[src/pkg/clb_map.svh]
// register offsets, field positions, reset values of the logic block
`ifndef CLB_MAP_SVH
`define CLB_MAP_SVH
`define CLB_ADDR_W 5
`define CLB_OFF_MAIN_CTRL 5'h00
`define CLB_OFF_SEQ_PAIR0 5'h01
`define CLB_OFF_SEQ_PAIR1 5'h02
`define CLB_OFF_SEQ_PAIR2 5'h03
`define CLB_OFF_IRQ_SENSE_LO 5'h05
`define CLB_OFF_IRQ_SENSE_HI 5'h06
`define CLB_OFF_IRQ_FLAGS 5'h07
`define CLB_OFF_UNIT_BASE 5'h08
`define CLB_UNIT_STRIDE 5'h04
`define CLB_SUB_CTRL_A 2'h0
`define CLB_SUB_CTRL_B 2'h1
`define CLB_SUB_CTRL_C 2'h2
`define CLB_SUB_TRUTH 2'h3
`define CLB_MAIN_ENABLE_BIT 0
`define CLB_MAIN_STANDBY_RUN_BIT 6
`define CLB_CA_ENABLE_BIT 0
`define CLB_CA_CLKSEL_LSB 1
`define CLB_CA_FILT_LSB 4
`define CLB_CA_PIN_DRIVE_BIT 6
`define CLB_CA_EDGE_BIT 7
`define CLB_CB_IN0_LSB 0
`define CLB_CB_IN1_LSB 4
`define CLB_CC_IN2_LSB 0
`define CLB_FLAGS_MASK 8'h3f
`define CLB_RESET_BYTE 8'h00
`define CLB_FILTER_DEPTH 3
`endif

[src/pkg/clb_pkg.sv]
// types of the configurable logic block
`default_nettype none
package clb_pkg;
    typedef enum logic [3:0] {
        CLB_SEQ_OFF = 4'h0,
        CLB_SEQ_DFF = 4'h1,
        CLB_SEQ_JK = 4'h2,
        CLB_SEQ_DLATCH = 4'h3,
        CLB_SEQ_RS = 4'h4
    } clb_seq_mode_t;
    typedef enum logic [1:0] {
        CLB_FILT_NONE = 2'h0,
        CLB_FILT_SYNC = 2'h1,
        CLB_FILT_FILTER = 2'h2
    } clb_filt_t;
    typedef enum logic [2:0] {
        CLB_CLK_PER = 3'h0,
        CLB_CLK_IN2 = 3'h1,
        CLB_CLK_OSC_HF = 3'h4,
        CLB_CLK_OSC_SLOW = 3'h5,
        CLB_CLK_OSC_DIV32 = 3'h6
    } clb_clk_src_t;
    typedef enum logic [1:0] {
        CLB_IRQ_OFF = 2'h0,
        CLB_IRQ_RISE = 2'h1,
        CLB_IRQ_FALL = 2'h2,
        CLB_IRQ_BOTH = 2'h3
    } clb_irq_sense_t;
    typedef enum logic [3:0] {
        CLB_IN_MASK = 4'h0,
        CLB_IN_FEEDBACK = 4'h1,
        CLB_IN_LINK = 4'h2,
        CLB_IN_EVENT_A = 4'h3,
        CLB_IN_EVENT_B = 4'h4,
        CLB_IN_PIN = 4'h5,
        CLB_IN_COMPARATOR = 4'h6,
        CLB_IN_ZERO_CROSS = 4'h7,
        CLB_IN_SERIAL = 4'h8,
        CLB_IN_SPI = 4'h9,
        CLB_IN_TIMER_A0 = 4'ha,
        CLB_IN_TIMER_A1 = 4'hb,
        CLB_IN_TIMER_B = 4'hc,
        CLB_IN_TIMER_D = 4'hd
    } clb_in_src_t;
endpackage
`default_nettype wire

[src/rtl/clb_custom_logic_block.sv]
// six-unit configurable lookup-table logic block with register port
`include "clb_map.svh"
`default_nettype none
// Functional notes
// - main control bit 0 enables the whole block; resets to zero
// - main control bit 6 keeps the block running during standby sleep
// - pair 0 sequencer: off, D flip-flop, JK flip-flop, D latch, RS latch
// - pair 1 and pair 2 sequencers use the same select encoding
// - two-bit sense: off, rising, falling or both edges of unit output
// - sense fields packed two bits per unit over two registers
// - unit flag in bits 5:0 set on the selected output change
// - writing one clears a flag, writing zero leaves it
// - control A bit 7 enables the unit edge detector
// - control A bit 6 drives unit output onto its own pin
// - filter select: none, synchronizer, filter; code 3 reserved
// - clock select: peripheral, input 2, fast, slow or divided oscillator
// - pair sequencer runs on the even unit's selected clock
// - control A bit 0 enables the single unit
// - input 1 source select over the shared channel-1 source list
// - input 0 source select over the shared channel-0 source list
// - unit output is truth table bit indexed by its three inputs
module clb_custom_logic_block
    import clb_pkg::*;
#(
    parameter int NUM_UNITS = 6
) (
    input wire logic clk,
    input wire logic arst_n,
    input wire logic [`CLB_ADDR_W-1:0] reg_addr,
    input wire logic [7:0] reg_wdata,
    input wire logic reg_wr,
    input wire logic reg_rd,
    output logic [7:0] reg_rdata,
    input wire logic standby_sleep,
    input wire logic [NUM_UNITS-1:0] unit_pin_in0,
    input wire logic [NUM_UNITS-1:0] unit_pin_in1,
    input wire logic [NUM_UNITS-1:0] unit_pin_in2,
    input wire logic [NUM_UNITS-1:0] event_channel_first,
    input wire logic [NUM_UNITS-1:0] event_channel_second,
    input wire logic [2:0] comparator_out,
    input wire logic [2:0] zero_cross_out,
    input wire logic [2:0] serial_txd,
    input wire logic spi_mosi,
    input wire logic spi_sck,
    input wire logic [2:0] timer_a_unit0_wo,
    input wire logic [2:0] timer_a_unit1_wo,
    input wire logic [2:0] timer_b_wo,
    input wire logic [2:0] timer_d_unit0_wo,
    input wire logic high_freq_oscillator,
    input wire logic slow_oscillator,
    input wire logic slow_oscillator_div32,
    output logic [NUM_UNITS-1:0] unit_out,
    output logic [NUM_UNITS-1:0] unit_pin_out,
    output logic [NUM_UNITS-1:0] unit_pin_oe,
    output logic [5:0] unit_irq_flag
);
    localparam int NUM_PAIRS = NUM_UNITS / 2;

    logic [7:0] main_ctrl_q;
    logic [3:0] seq_sel_q [NUM_PAIRS];
    logic [7:0] irq_sense_lo_q;
    logic [7:0] irq_sense_hi_q;
    logic [7:0] ctrl_a_q [NUM_UNITS];
    logic [7:0] ctrl_b_q [NUM_UNITS];
    logic [7:0] ctrl_c_q [NUM_UNITS];
    logic [7:0] truth_q [NUM_UNITS];
    logic [7:0] reg_rdata_q;
    logic [5:0] flags_q;
    logic [NUM_UNITS-1:0] unit_out_q;
    logic [NUM_UNITS-1:0] out_prev_q;
    logic [NUM_UNITS-1:0] pin_out_q;
    logic [NUM_UNITS-1:0] pin_oe_q;
    logic [NUM_UNITS-1:0] in2_prev_q;
    logic [2:0] osc_prev_q;
    logic [NUM_PAIRS-1:0] seq_q;

    logic [NUM_UNITS-1:0] tick;
    logic [NUM_UNITS-1:0] stage;
    logic [NUM_UNITS-1:0] in2_v;
    logic [NUM_UNITS-1:0] unit_d;
    logic [NUM_UNITS-1:0] edge_hit;
    logic [1:0] sense [NUM_UNITS];
    logic glob_en;
    logic clk_held;
    logic is_unit;
    logic prot_ok;
    logic [2:0] unit_idx;
    logic [1:0] unit_sub;
    logic [2:0] osc_rise;

    assign glob_en = main_ctrl_q[`CLB_MAIN_ENABLE_BIT];
    // standby without run stops every unit clock
    assign clk_held = standby_sleep &
        !main_ctrl_q[`CLB_MAIN_STANDBY_RUN_BIT];
    assign is_unit = reg_addr >= `CLB_OFF_UNIT_BASE;
    assign unit_idx = 3'(reg_addr[4:2] - 3'h2);
    assign unit_sub = reg_addr[1:0];
    assign prot_ok = !glob_en;
    assign osc_rise = {slow_oscillator_div32, slow_oscillator,
        high_freq_oscillator} & ~osc_prev_q;

    // shared source for input k of a unit
    function automatic logic pick_src(
        input logic [3:0] code,
        input int k,
        input logic fb,
        input logic link,
        input logic ev_a,
        input logic ev_b,
        input logic pin
    );
        logic r;
        r = 1'b0;
        unique case (code)
            CLB_IN_FEEDBACK: r = fb;
            CLB_IN_LINK: r = link;
            CLB_IN_EVENT_A: r = ev_a;
            CLB_IN_EVENT_B: r = ev_b;
            CLB_IN_PIN: r = pin;
            CLB_IN_COMPARATOR: r = comparator_out[k];
            CLB_IN_ZERO_CROSS: r = zero_cross_out[k];
            CLB_IN_SERIAL: r = serial_txd[k];
            CLB_IN_SPI: r = (k == 2) ? spi_sck : spi_mosi;
            CLB_IN_TIMER_A0: r = timer_a_unit0_wo[k];
            CLB_IN_TIMER_A1: r = timer_a_unit1_wo[k];
            CLB_IN_TIMER_B: r = timer_b_wo[k];
            CLB_IN_TIMER_D: r = timer_d_unit0_wo[k];
            default: r = 1'b0;
        endcase
        return r;
    endfunction

    // register writes
    always_ff @(posedge clk or negedge arst_n) begin
        if (!arst_n) begin
            main_ctrl_q <= `CLB_RESET_BYTE;
            irq_sense_lo_q <= `CLB_RESET_BYTE;
            irq_sense_hi_q <= `CLB_RESET_BYTE;
            for (int i = 0; i < NUM_PAIRS; i++) begin
                seq_sel_q[i] <= 4'h0;
            end
            for (int i = 0; i < NUM_UNITS; i++) begin
                ctrl_a_q[i] <= `CLB_RESET_BYTE;
                ctrl_b_q[i] <= `CLB_RESET_BYTE;
                ctrl_c_q[i] <= `CLB_RESET_BYTE;
                truth_q[i] <= `CLB_RESET_BYTE;
            end
        end else if (reg_wr) begin
            unique case (1'b1)
                reg_addr == `CLB_OFF_MAIN_CTRL: main_ctrl_q <= reg_wdata;
                reg_addr >= `CLB_OFF_SEQ_PAIR0 &&
                    reg_addr <= `CLB_OFF_SEQ_PAIR2 && prot_ok: begin
                    seq_sel_q[reg_addr[1:0] - 2'h1] <= reg_wdata[3:0];
                end
                reg_addr == `CLB_OFF_IRQ_SENSE_LO: irq_sense_lo_q <= reg_wdata;
                reg_addr == `CLB_OFF_IRQ_SENSE_HI: begin
                    irq_sense_hi_q <= {4'h0, reg_wdata[3:0]};
                end
                is_unit && prot_ok: begin
                    unique case (unit_sub)
                        `CLB_SUB_CTRL_A: ctrl_a_q[unit_idx] <= reg_wdata;
                        `CLB_SUB_CTRL_B: ctrl_b_q[unit_idx] <= reg_wdata;
                        `CLB_SUB_CTRL_C: begin
                            ctrl_c_q[unit_idx] <= {4'h0, reg_wdata[3:0]};
                        end
                        `CLB_SUB_TRUTH: truth_q[unit_idx] <= reg_wdata;
                    endcase
                end
                default: begin
                end
            endcase
        end
    end

    // read data one cycle after the read strobe
    always_ff @(posedge clk or negedge arst_n) begin
        if (!arst_n) begin
            reg_rdata_q <= `CLB_RESET_BYTE;
        end else if (reg_rd) begin
            if (is_unit) begin
                unique case (unit_sub)
                    `CLB_SUB_CTRL_A: reg_rdata_q <= ctrl_a_q[unit_idx];
                    `CLB_SUB_CTRL_B: reg_rdata_q <= ctrl_b_q[unit_idx];
                    `CLB_SUB_CTRL_C: reg_rdata_q <= ctrl_c_q[unit_idx];
                    `CLB_SUB_TRUTH: reg_rdata_q <= truth_q[unit_idx];
                endcase
            end else begin
                unique case (reg_addr)
                    `CLB_OFF_MAIN_CTRL: reg_rdata_q <= main_ctrl_q;
                    `CLB_OFF_SEQ_PAIR0: reg_rdata_q <= {4'h0, seq_sel_q[0]};
                    `CLB_OFF_SEQ_PAIR1: reg_rdata_q <= {4'h0, seq_sel_q[1]};
                    `CLB_OFF_SEQ_PAIR2: reg_rdata_q <= {4'h0, seq_sel_q[2]};
                    `CLB_OFF_IRQ_SENSE_LO: reg_rdata_q <= irq_sense_lo_q;
                    `CLB_OFF_IRQ_SENSE_HI: reg_rdata_q <= irq_sense_hi_q;
                    `CLB_OFF_IRQ_FLAGS: reg_rdata_q <= {2'h0, flags_q};
                    default: reg_rdata_q <= `CLB_RESET_BYTE;
                endcase
            end
        end else begin
            reg_rdata_q <= `CLB_RESET_BYTE;
        end
    end

    // previous levels for clock edge sensing
    always_ff @(posedge clk or negedge arst_n) begin
        if (!arst_n) begin
            osc_prev_q <= 3'h0;
            in2_prev_q <= '0;
        end else begin
            osc_prev_q <= {slow_oscillator_div32, slow_oscillator,
                high_freq_oscillator};
            in2_prev_q <= in2_v;
        end
    end

    genvar n;
    generate
        for (n = 0; n < NUM_UNITS; n++) begin : g_unit
            localparam int LINK = (n + 1) % NUM_UNITS;
            localparam int PAIR = n / 2;
            logic in0;
            logic in1;
            logic raw;
            logic fb;
            logic filt_out;
            logic [`CLB_FILTER_DEPTH-1:0] shift_q;
            logic filt_q;
            logic edge_prev_q;

            assign fb = (n % 2 == 0 && seq_sel_q[PAIR] != CLB_SEQ_OFF) ?
                seq_q[PAIR] : unit_out_q[n];
            assign in0 = pick_src(ctrl_b_q[n][`CLB_CB_IN0_LSB +: 4], 0,
                fb, unit_out_q[LINK], event_channel_first[n],
                event_channel_second[n], unit_pin_in0[n]);
            assign in1 = pick_src(ctrl_b_q[n][`CLB_CB_IN1_LSB +: 4], 1,
                fb, unit_out_q[LINK], event_channel_first[n],
                event_channel_second[n], unit_pin_in1[n]);
            assign in2_v[n] = pick_src(ctrl_c_q[n][`CLB_CC_IN2_LSB +: 4],
                2, fb, unit_out_q[LINK], event_channel_first[n],
                event_channel_second[n], unit_pin_in2[n]);
            assign raw = truth_q[n][{in2_v[n], in1, in0}];

            // selected unit clock as a tick
            always_comb begin
                tick[n] = 1'b0;
                unique case (ctrl_a_q[n][`CLB_CA_CLKSEL_LSB +: 3])
                    CLB_CLK_PER: tick[n] = 1'b1;
                    CLB_CLK_IN2: tick[n] = in2_v[n] & !in2_prev_q[n];
                    CLB_CLK_OSC_HF: tick[n] = osc_rise[0];
                    CLB_CLK_OSC_SLOW: tick[n] = osc_rise[1];
                    CLB_CLK_OSC_DIV32: tick[n] = osc_rise[2];
                    default: tick[n] = 1'b0;
                endcase
                tick[n] = tick[n] & !clk_held;
            end

            always_ff @(posedge clk or negedge arst_n) begin
                if (!arst_n) begin
                    shift_q <= '0;
                    filt_q <= 1'b0;
                    edge_prev_q <= 1'b0;
                end else if (tick[n]) begin
                    shift_q <= {shift_q[`CLB_FILTER_DEPTH-2:0], raw};
                    if (&shift_q || !(|shift_q)) begin
                        filt_q <= shift_q[`CLB_FILTER_DEPTH-1];
                    end
                    edge_prev_q <= filt_out;
                end
            end

            always_comb begin
                filt_out = raw;
                unique case (ctrl_a_q[n][`CLB_CA_FILT_LSB +: 2])
                    CLB_FILT_SYNC: filt_out = shift_q[1];
                    CLB_FILT_FILTER: filt_out = filt_q;
                    default: filt_out = raw;
                endcase
            end

            // edge detector gives one pulse per rising edge
            assign stage[n] = ctrl_a_q[n][`CLB_CA_EDGE_BIT] ?
                (filt_out & !edge_prev_q) : filt_out;

            always_comb begin
                unit_d[n] = stage[n];
                if (n % 2 == 0 && seq_sel_q[PAIR] != CLB_SEQ_OFF) begin
                    unit_d[n] = seq_q[PAIR];
                end
                if (clk_held && (ctrl_a_q[n][`CLB_CA_EDGE_BIT] ||
                    ctrl_a_q[n][`CLB_CA_FILT_LSB +: 2] != 2'h0 ||
                    seq_sel_q[PAIR] != CLB_SEQ_OFF)) begin
                    unit_d[n] = 1'b0;
                end
                if (!glob_en || !ctrl_a_q[n][`CLB_CA_ENABLE_BIT]) begin
                    unit_d[n] = 1'b0;
                end
            end

            always_comb begin
                edge_hit[n] = 1'b0;
                unique case (sense[n])
                    CLB_IRQ_RISE: edge_hit[n] = unit_out_q[n] & !out_prev_q[n];
                    CLB_IRQ_FALL: edge_hit[n] = !unit_out_q[n] & out_prev_q[n];
                    CLB_IRQ_BOTH: edge_hit[n] = unit_out_q[n] ^ out_prev_q[n];
                    default: edge_hit[n] = 1'b0;
                endcase
            end
        end

        for (n = 0; n < NUM_PAIRS; n++) begin : g_pair
            logic a;
            logic b;
            assign a = stage[2 * n];
            assign b = stage[2 * n + 1];
            always_ff @(posedge clk or negedge arst_n) begin
                if (!arst_n) begin
                    seq_q[n] <= 1'b0;
                end else if (tick[2 * n]) begin
                    unique case (seq_sel_q[n])
                        CLB_SEQ_DFF, CLB_SEQ_DLATCH: begin
                            if (b) begin
                                seq_q[n] <= a;
                            end
                        end
                        CLB_SEQ_JK: begin
                            if (a && b) begin
                                seq_q[n] <= !seq_q[n];
                            end else if (a || b) begin
                                seq_q[n] <= a;
                            end
                        end
                        CLB_SEQ_RS: begin
                            if (a && !b) begin
                                seq_q[n] <= 1'b1;
                            end else if (b && !a) begin
                                seq_q[n] <= 1'b0;
                            end
                        end
                        default: seq_q[n] <= 1'b0;
                    endcase
                end
            end
        end
    endgenerate

    assign sense[0] = irq_sense_lo_q[1:0];
    assign sense[1] = irq_sense_lo_q[3:2];
    assign sense[2] = irq_sense_lo_q[5:4];
    assign sense[3] = irq_sense_lo_q[7:6];
    assign sense[4] = irq_sense_hi_q[1:0];
    assign sense[5] = irq_sense_hi_q[3:2];

    // unit outputs and pin drive
    always_ff @(posedge clk or negedge arst_n) begin
        if (!arst_n) begin
            unit_out_q <= '0;
            out_prev_q <= '0;
            pin_out_q <= '0;
            pin_oe_q <= '0;
        end else begin
            unit_out_q <= unit_d;
            out_prev_q <= unit_out_q;
            pin_out_q <= unit_d;
            for (int i = 0; i < NUM_UNITS; i++) begin
                pin_oe_q[i] <= glob_en &
                    ctrl_a_q[i][`CLB_CA_PIN_DRIVE_BIT];
            end
        end
    end

    // flags: a set in the clearing cycle wins
    always_ff @(posedge clk or negedge arst_n) begin
        if (!arst_n) begin
            flags_q <= 6'h00;
        end else begin
            if (reg_wr && reg_addr == `CLB_OFF_IRQ_FLAGS) begin
                flags_q <= (flags_q & ~reg_wdata[5:0]) |
                    edge_hit[5:0];
            end else begin
                flags_q <= flags_q | edge_hit[5:0];
            end
        end
    end

    assign reg_rdata = reg_rdata_q;
    assign unit_out = unit_out_q;
    assign unit_pin_out = pin_out_q;
    assign unit_pin_oe = pin_oe_q;
    assign unit_irq_flag = flags_q;
endmodule
`default_nettype wire

[config.mk]
export PLATFORM = sky130hd
export DESIGN_NAME = clb_custom_logic_block
export DESIGN_NICKNAME = d
export VERILOG_FILES = /design/src/pkg/clb_pkg.sv /design/src/rtl/clb_custom_logic_block.sv
export VERILOG_INCLUDE_DIRS = /design/src /design/src/pkg
export SDC_FILE = /design/constraint.sdc
export NUM_CORES = 1
export LEC_CHECK = 0
export BUFFER_PORTS_ARGS = -buffer_cell sky130_fd_sc_hd__buf_2
export CAP_MARGIN = 20
export CORE_MARGIN = 2
export CORE_UTILIZATION = 30
export CTS_CLUSTER_DIAMETER = 150
export DETAILED_ROUTE_END_ITERATION = 10
export PLACE_DENSITY = 0.54
export SYNTH_ARGS = -nofsm -noshare
export SYNTH_HDL_FRONTEND = slang
export SYNTH_SLANG_ARGS = --single-unit
[constraint.sdc]
create_clock -name clk -period 7.25 [get_ports clk]
set_input_delay 0.725 -clock clk [delete_from_list [all_inputs] [get_ports clk]]
set_output_delay 0.725 -clock clk [all_outputs]
set_load 0.01 [all_outputs]
Yosys cells after proc, flatten, opt, wreduce, memory -nomap -nowiden
Index checks and enable logic that the tools add are counted.

storage, ports and cells
  input bits = 74
  output and inout port bits = 32
  logic and storage cells = 703
  flip-flop bits (word level) = 298

cells by class
  eq/ne operators = 318
  bitwise logic cells = 51
  add/subtract/negate cells = 2
  mux-type cells = 116
  reduce and logical (&&, ||, !) cells = 145
  order comparisons = 13

operators with widths
  cell                                                  number
  equality test 4 bit (second input constant)           108
  equality test 4 x 3 -> 1 bit (second input constant)  75
  case mux 1 bit (13 select lines)                      18
  bitwise mux 48 bit                                    4
  equality test 4 x 2 -> 1 bit (second input constant)  42
  binary-select mux 8 bit (select 3 bit)                4
  2-to-1 mux 8 bit                                      11
  equality test 4 x 1 -> 1 bit (second input constant)  21
  case mux 8 bit (7 select lines)                       1
  equality test 3 bit (second input constant)           18
  zero test 1 bit                                       48
  2-to-1 mux 1 bit                                      45
  equality test 2 bit (second input constant)           20
  AND 1 bit                                             37
  case mux 8 bit (4 select lines)                       1
  case mux 1 bit (5 select lines)                       6
  AND reduction 3 bit                                   10
  logical OR 1 bit                                      27
  case mux 1 bit (3 select lines)                       9
  equality test 2 x 1 -> 1 bit (second input constant)  13
  demux 8 bit (select 3 bit)                            1
  < comparator 3 x 4 -> 1 bit (second input constant)   6
  logical AND 1 bit                                     21
  AND reduction 2 bit                                   10
  37 further kinds                                      89

Longest topological paths before layout
  word-level depth = 13
  gate-level depth with buffers = 18
  depth with buffers taken out = 17

Worst setup path after synthesis
No wires, ideal clock.

  path kind = input to register
  start = in timer_a_unit1_wo[1]
  end = reg seq_q[2]
  arrival time = 3.568 ns
  data required time = 7.171 ns
  slack = 3.603 ns
  stages on the path = 16
  path buffers = 0
  library setup time = 0.079 ns
  cells stage by stage = mux4_2 > nand2b_1 > a32o_1 > o211ai_1 > mux2i_1 > mux2_2 > a22o_1 > nor3b_1 > inv_1 > ha_1 > nor3_1 > a31oi_1 > o22ai_1 > nand2b_1 > o211ai_1 > mux2i_1

between the ends
  cells in the longest elaborated chain, start to end = 10
  elaborated cells on any way between the ends = 27
  those cells by class = 3 x eq/ne; 15 x mux; 2 x bitwise; 7 x reduce/logical

RTL lines
  element                                                                                         RTL line                                                      RTL
  start: declaration                                                                              clb_custom_logic_block.sv:46                                  input wire logic [2:0] timer_a_unit1_wo,
  case mux 1 bit (13 select lines)                                                                clb_custom_logic_block.sv:114                                 unique case (code)
  binary-select mux 1 bit (select 3 bit)                                                          clb_custom_logic_block.sv:241                                 assign raw = truth_q[n][{in2_v[n], in1, in0}];
  2-to-1 mux 1 bit (implied by the code)                                                          clb_custom_logic_block.sv:241
  case mux 1 bit (2 select lines)                                                                 clb_custom_logic_block.sv:273                                 unique case (ctrl_a_q[n][`CLB_CA_FILT_LSB +: 2])
  AND 1 bit                                                                                       clb_custom_logic_block.sv:282                                 (filt_out & !edge_prev_q) : filt_out;
  2-to-1 mux 1 bit                                                                                clb_custom_logic_block.sv:281                                 assign stage[n] = ctrl_a_q[n][`CLB_CA_EDGE_BIT] ?
  zero test 1 bit (on tied branches)                                                              clb_custom_logic_block.sv:333, clb_custom_logic_block.sv:335
  logical AND 1 bit (on tied branches)                                                            clb_custom_logic_block.sv:333, clb_custom_logic_block.sv:335
  != test 3 bit (no source line) / 2-to-1 mux 1 bit (equally long branches)                       --
  AND reduction 4 bit (no source line) / case mux 1 bit (3 select lines) (equally long branches)  --
  end signal: indexed assignment                                                                  clb_custom_logic_block.sv:327                                 seq_q[n] <= !seq_q[n];
  end: declaration                                                                                clb_custom_logic_block.sv:75                                  logic [NUM_PAIRS-1:0] seq_q;

Several ways; a longest one is shown, not always the timed one. The select of a mux whose other input is x is not followed.
A chain may end at the register's enable or synchronous reset.

Worst setup path after layout
  start = reg seq_sel_q[4] (netlist bit)
  end = reg seq_q[1]

between the ends
  cells in the longest elaborated chain, start to end = 12
  elaborated cells on any way between the ends = 32
  those cells by class = 7 x eq/ne; 14 x mux; 3 x bitwise; 8 x reduce/logical

RTL lines
  element                                 RTL line                       RTL
  start: declaration                      clb_custom_logic_block.sv:60   logic [3:0] seq_sel_q [NUM_PAIRS];
  start signal: indexed assignment        clb_custom_logic_block.sv:153  seq_sel_q[reg_addr[1:0] - 2'h1] <= reg_wdata[3:0];
  nonzero test 4 bit                      clb_custom_logic_block.sv:230  assign fb = (n % 2 == 0 && seq_sel_q[PAIR] != CLB_SEQ_OFF) ?
  2-to-1 mux 1 bit                        clb_custom_logic_block.sv:230
  case mux 1 bit (13 select lines)        clb_custom_logic_block.sv:114
  binary-select mux 1 bit (select 3 bit)  clb_custom_logic_block.sv:241
  2-to-1 mux 1 bit (implied by the code)  clb_custom_logic_block.sv:241
  case mux 1 bit (2 select lines)         clb_custom_logic_block.sv:273
  AND 1 bit                               clb_custom_logic_block.sv:282
  2-to-1 mux 1 bit                        clb_custom_logic_block.sv:281
  zero test 1 bit                         clb_custom_logic_block.sv:335  end else if (b && !a) begin
  logical AND 1 bit                       clb_custom_logic_block.sv:335
  != test 3 bit (no source line)          --
  AND reduction 4 bit (no source line)    --

Several ways; a longest one is shown, not always the timed one. The select of a mux whose other input is x is not followed.

==> impl_metrics.yaml <==
synthesis:
  synth_edf_count: 0
  synth_area_per_cell_um2: 11.4
  synth_largest_area_cell: "dfrtp_1"
  netlist.area_leader.share: 0.417
  yosysSeqAreaShare: 0.417
  synth.area.top_cells: "dfrtp_1 (42%), mux2_2 (16%), mux4_2 (8.9%), mux2i_1 (6.0%), ha_1 (3.3%)"
  yosysWarnings: 0
  syn-num-nets: 1565
  synth.ff_latch_count: 274
  async_flop_share: 1.00
  dominantRegCellSynth: "dfrtp_1"
  synth_area_um2: 16400
  syn_inst: 1448
  synth.distinct_cells: 73
timing:
  final-hold-violation-count: 0
  finClkSkew_ns: 0.0150
  whs_ns: 0.159
  maxSlewViolCount: 0
  fmax_ghz: 0.232
  setup-tns-final_ns: 0
  fin_crit_ns: 4.31
  setup_viol: 0
  tightest_slew_ns: 1.06
  fin_crit_sh: 0.595
  rsz0062_at_grt: "false"
  relSlewSlack: 0.276
clock_tree:
  cts_buffers: 31
  clockRootBuffer: "clkbuf_16"
  clk_pin_slew_ns: 0.06
  cts_sinks: 274
  cts_resized: 0
  clock_latency_ns: 0.59
  post_cts.repair.setup_buffers: 0
  cts.path.max_buffers: 3
  h-tree-depth: 1
  hold_buffers: 0
  cts_tree: "done"
power:
  p_leak_nw: 7.90
  p_comb_frac: 0.282
  p_seq_frac: 0.424
  total_power_mw: 5.32
  netSwitchingFraction: 0.348
  power_switching_mw: 1.85
  clkPwrFrac: 0.294
  power_density_nw_per_um2: 287
  vdd_ir_drop_max_mv: 0.186
  p_int_mw: 3.47
routing:
  vias_per_cell: 5.64
  drc: 0
  drtAntennaViolNets: 0
  first_iter_violations: 998
  drt-total-wl_mm: 55.1
  vias: 12550
  first_pass_iters: 5
  wire_per_inst_um: 24.8
setup_path:
  endpoint_kind: "register"
  crit_fanout: 9
  worstSetupPathType: "register to register"
  critical_path.startpoint_type: "register"
  cp.required_ns: 7.77
  worstPathArrival_ns: 4.83
grt:
  grt.total_usage: 0.195
  grt_max_degree: 96
  grt_antenna_before_repair: 3
  grt_overflow: 0
  grt_pass1_wl_mm: 83.5
  grt_pass1_vias: 12527
layout:
  final_util: 0.343
  final_nets: 1621
  layout_common_cells: "dfrtp_1 (274), mux2_2 (227), nand2_1 (113)"
  area.growth.synth_to_final_pct: 12.6
  mostFrequentLayoutCell: "dfrtp_1"
  drive_above_1_share: 0.307
  finalNonFillerCells: 2224
job:
  maxCapViolCount: 0
outcome:
  status: "finished clean"
floorplan:
  die_y_um: 238
  ioPinCount: 106
  rows: 85
  start_util: 0.304
  dieArea_um2: 56700
  placeableCoreArea_um2: 54000
  die_w_um: 238
placement:
  place.gp.congestion: 0.892
  dp_hpwl_mm: 40.1
  place_inst: 2167
  portBuffers: 105
worst_hold_path:
  min_path_type: "primary input to asynchronous set/reset pin"
## per-stage QoR
stage                     instance area (um^2)  worst slack, ns
after global routing                     18500             2.64
after floorplan                          16400             3.60
after global placement                   17500             2.38
after CTS                                18500             2.96
after detailed placement                 17500             2.41
final                                    18500             2.94
## power by group through the flow
stage	clock [mW]	sequential [mW]	combinational [mW]
global route	1.65	2.31	1.64
floorplan	0	2.07	1.16
detailed placement	0	2.27	1.50
finish	1.56	2.26	1.50
CTS	1.59	2.25	1.51
global placement	0	2.26	1.47
## area by class of cell
class	count	area, um^2
inverters	54	203
clock buffers	42	887
diodes	1	2.50
fillers	5371	35500
clock inverters	14	104
multi-input cells	1029	8980
flip-flops and latches	274	6860
well taps	696	871
repair buffers	114	606
## path summary, 6_finish.rpt
check / slack, ns / startpoint / cells past startpoint / end
max: 2.94 / seq_sel_q[4]$_DFFE_PN0P_ / 17 / seq_q[1]$_DFFE_PN0P_
max in group asynchronous: 5.63 / arst_n / 2 / ctrl_a_q[42]$_DFFE_PN0P_
min in group clk: 0.25 / slow_oscillator_div32 / 1 / osc_prev_q[2]$_DFF_PN0_
min: 0.16 / arst_n / 1 / ctrl_b_q[15]$_DFFE_PN0P_
max reg2reg: 2.94 / seq_sel_q[4]$_DFFE_PN0P_ / 17 / seq_q[1]$_DFFE_PN0P_
min reg2reg: 0.47 / g_unit[1].edge_prev_q$_DFFE_PN0P_ / 1 / g_unit[1].edge_prev_q$_DFFE_PN0P_
## critical path, stage by stage (launching register included)
cell      delay [ns]
dfrtp_1         0.49
nor4_4          0.62
mux2i_1         0.26
a31oi_1         0.10
a211oi_1        0.71
mux2i_1         0.27
mux2i_1         0.10
mux2_2          0.34
o21a_1          0.20
and2_1          0.16
ha_1            0.21
nand2_1         0.06
a21oi_1         0.06
nor3_1          0.20
nand4_1         0.13
o31ai_1         0.08
a21oi_1         0.08
mux2i_1         0.14
## sequential cells by signal, summed over array words and instances, names as in the netlist
register            flops
ctrl_a_q               48
ctrl_b_q               48
ctrl_c_q               24
g_unit.edge_prev_q      6
g_unit.filt_q           6
g_unit.shift_q         18
in2_prev_q              6
irq_sense_hi_q          4
irq_sense_lo_q          8
main_ctrl_q             8
osc_prev_q              3
out_prev_q              6
reg_rdata               8
seq_q                   3
seq_sel_q              12
truth_q                48
unit_irq_flag           6
unit_pin_oe             6
unit_pin_out            6
## cell usage after synthesis (all sizes together), types with 20 or more instances
| cell type | instances |
|---|---|
| dfrtp | 274 |
| mux2 | 228 |
| nand2 | 113 |
| mux2i | 99 |
| nor2 | 84 |
| mux4 | 65 |
| o21ai | 63 |
| clkbuf | 62 |
| inv | 54 |
| ha | 43 |
| a21oi | 42 |
| buf | 29 |
| nor2b | 28 |
| nand2b | 21 |
| a22oi | 20 |
## kinds of logic after synthesis
group	after synthesis	share of synthesized area
AO/OA/AOI/OAI	251	0.103
adder cells (fa/ha/maj)	43	0.0327
buffers and inverters	145	0.0367
flip-flops	274	0.417
multiplexers	392	0.305
AND/OR/NAND/NOR	343	0.105
## routing by layer
layer	share of wire	vias up	track usage
met2	0.49	478	0.335
met5	0.00022	-	0
li1	-	5486	-
met1	0.42	6471	0.255
met4	0.034	2	0.0689
met3	0.057	113	0.0224
(Power assumes the default switching activity.)
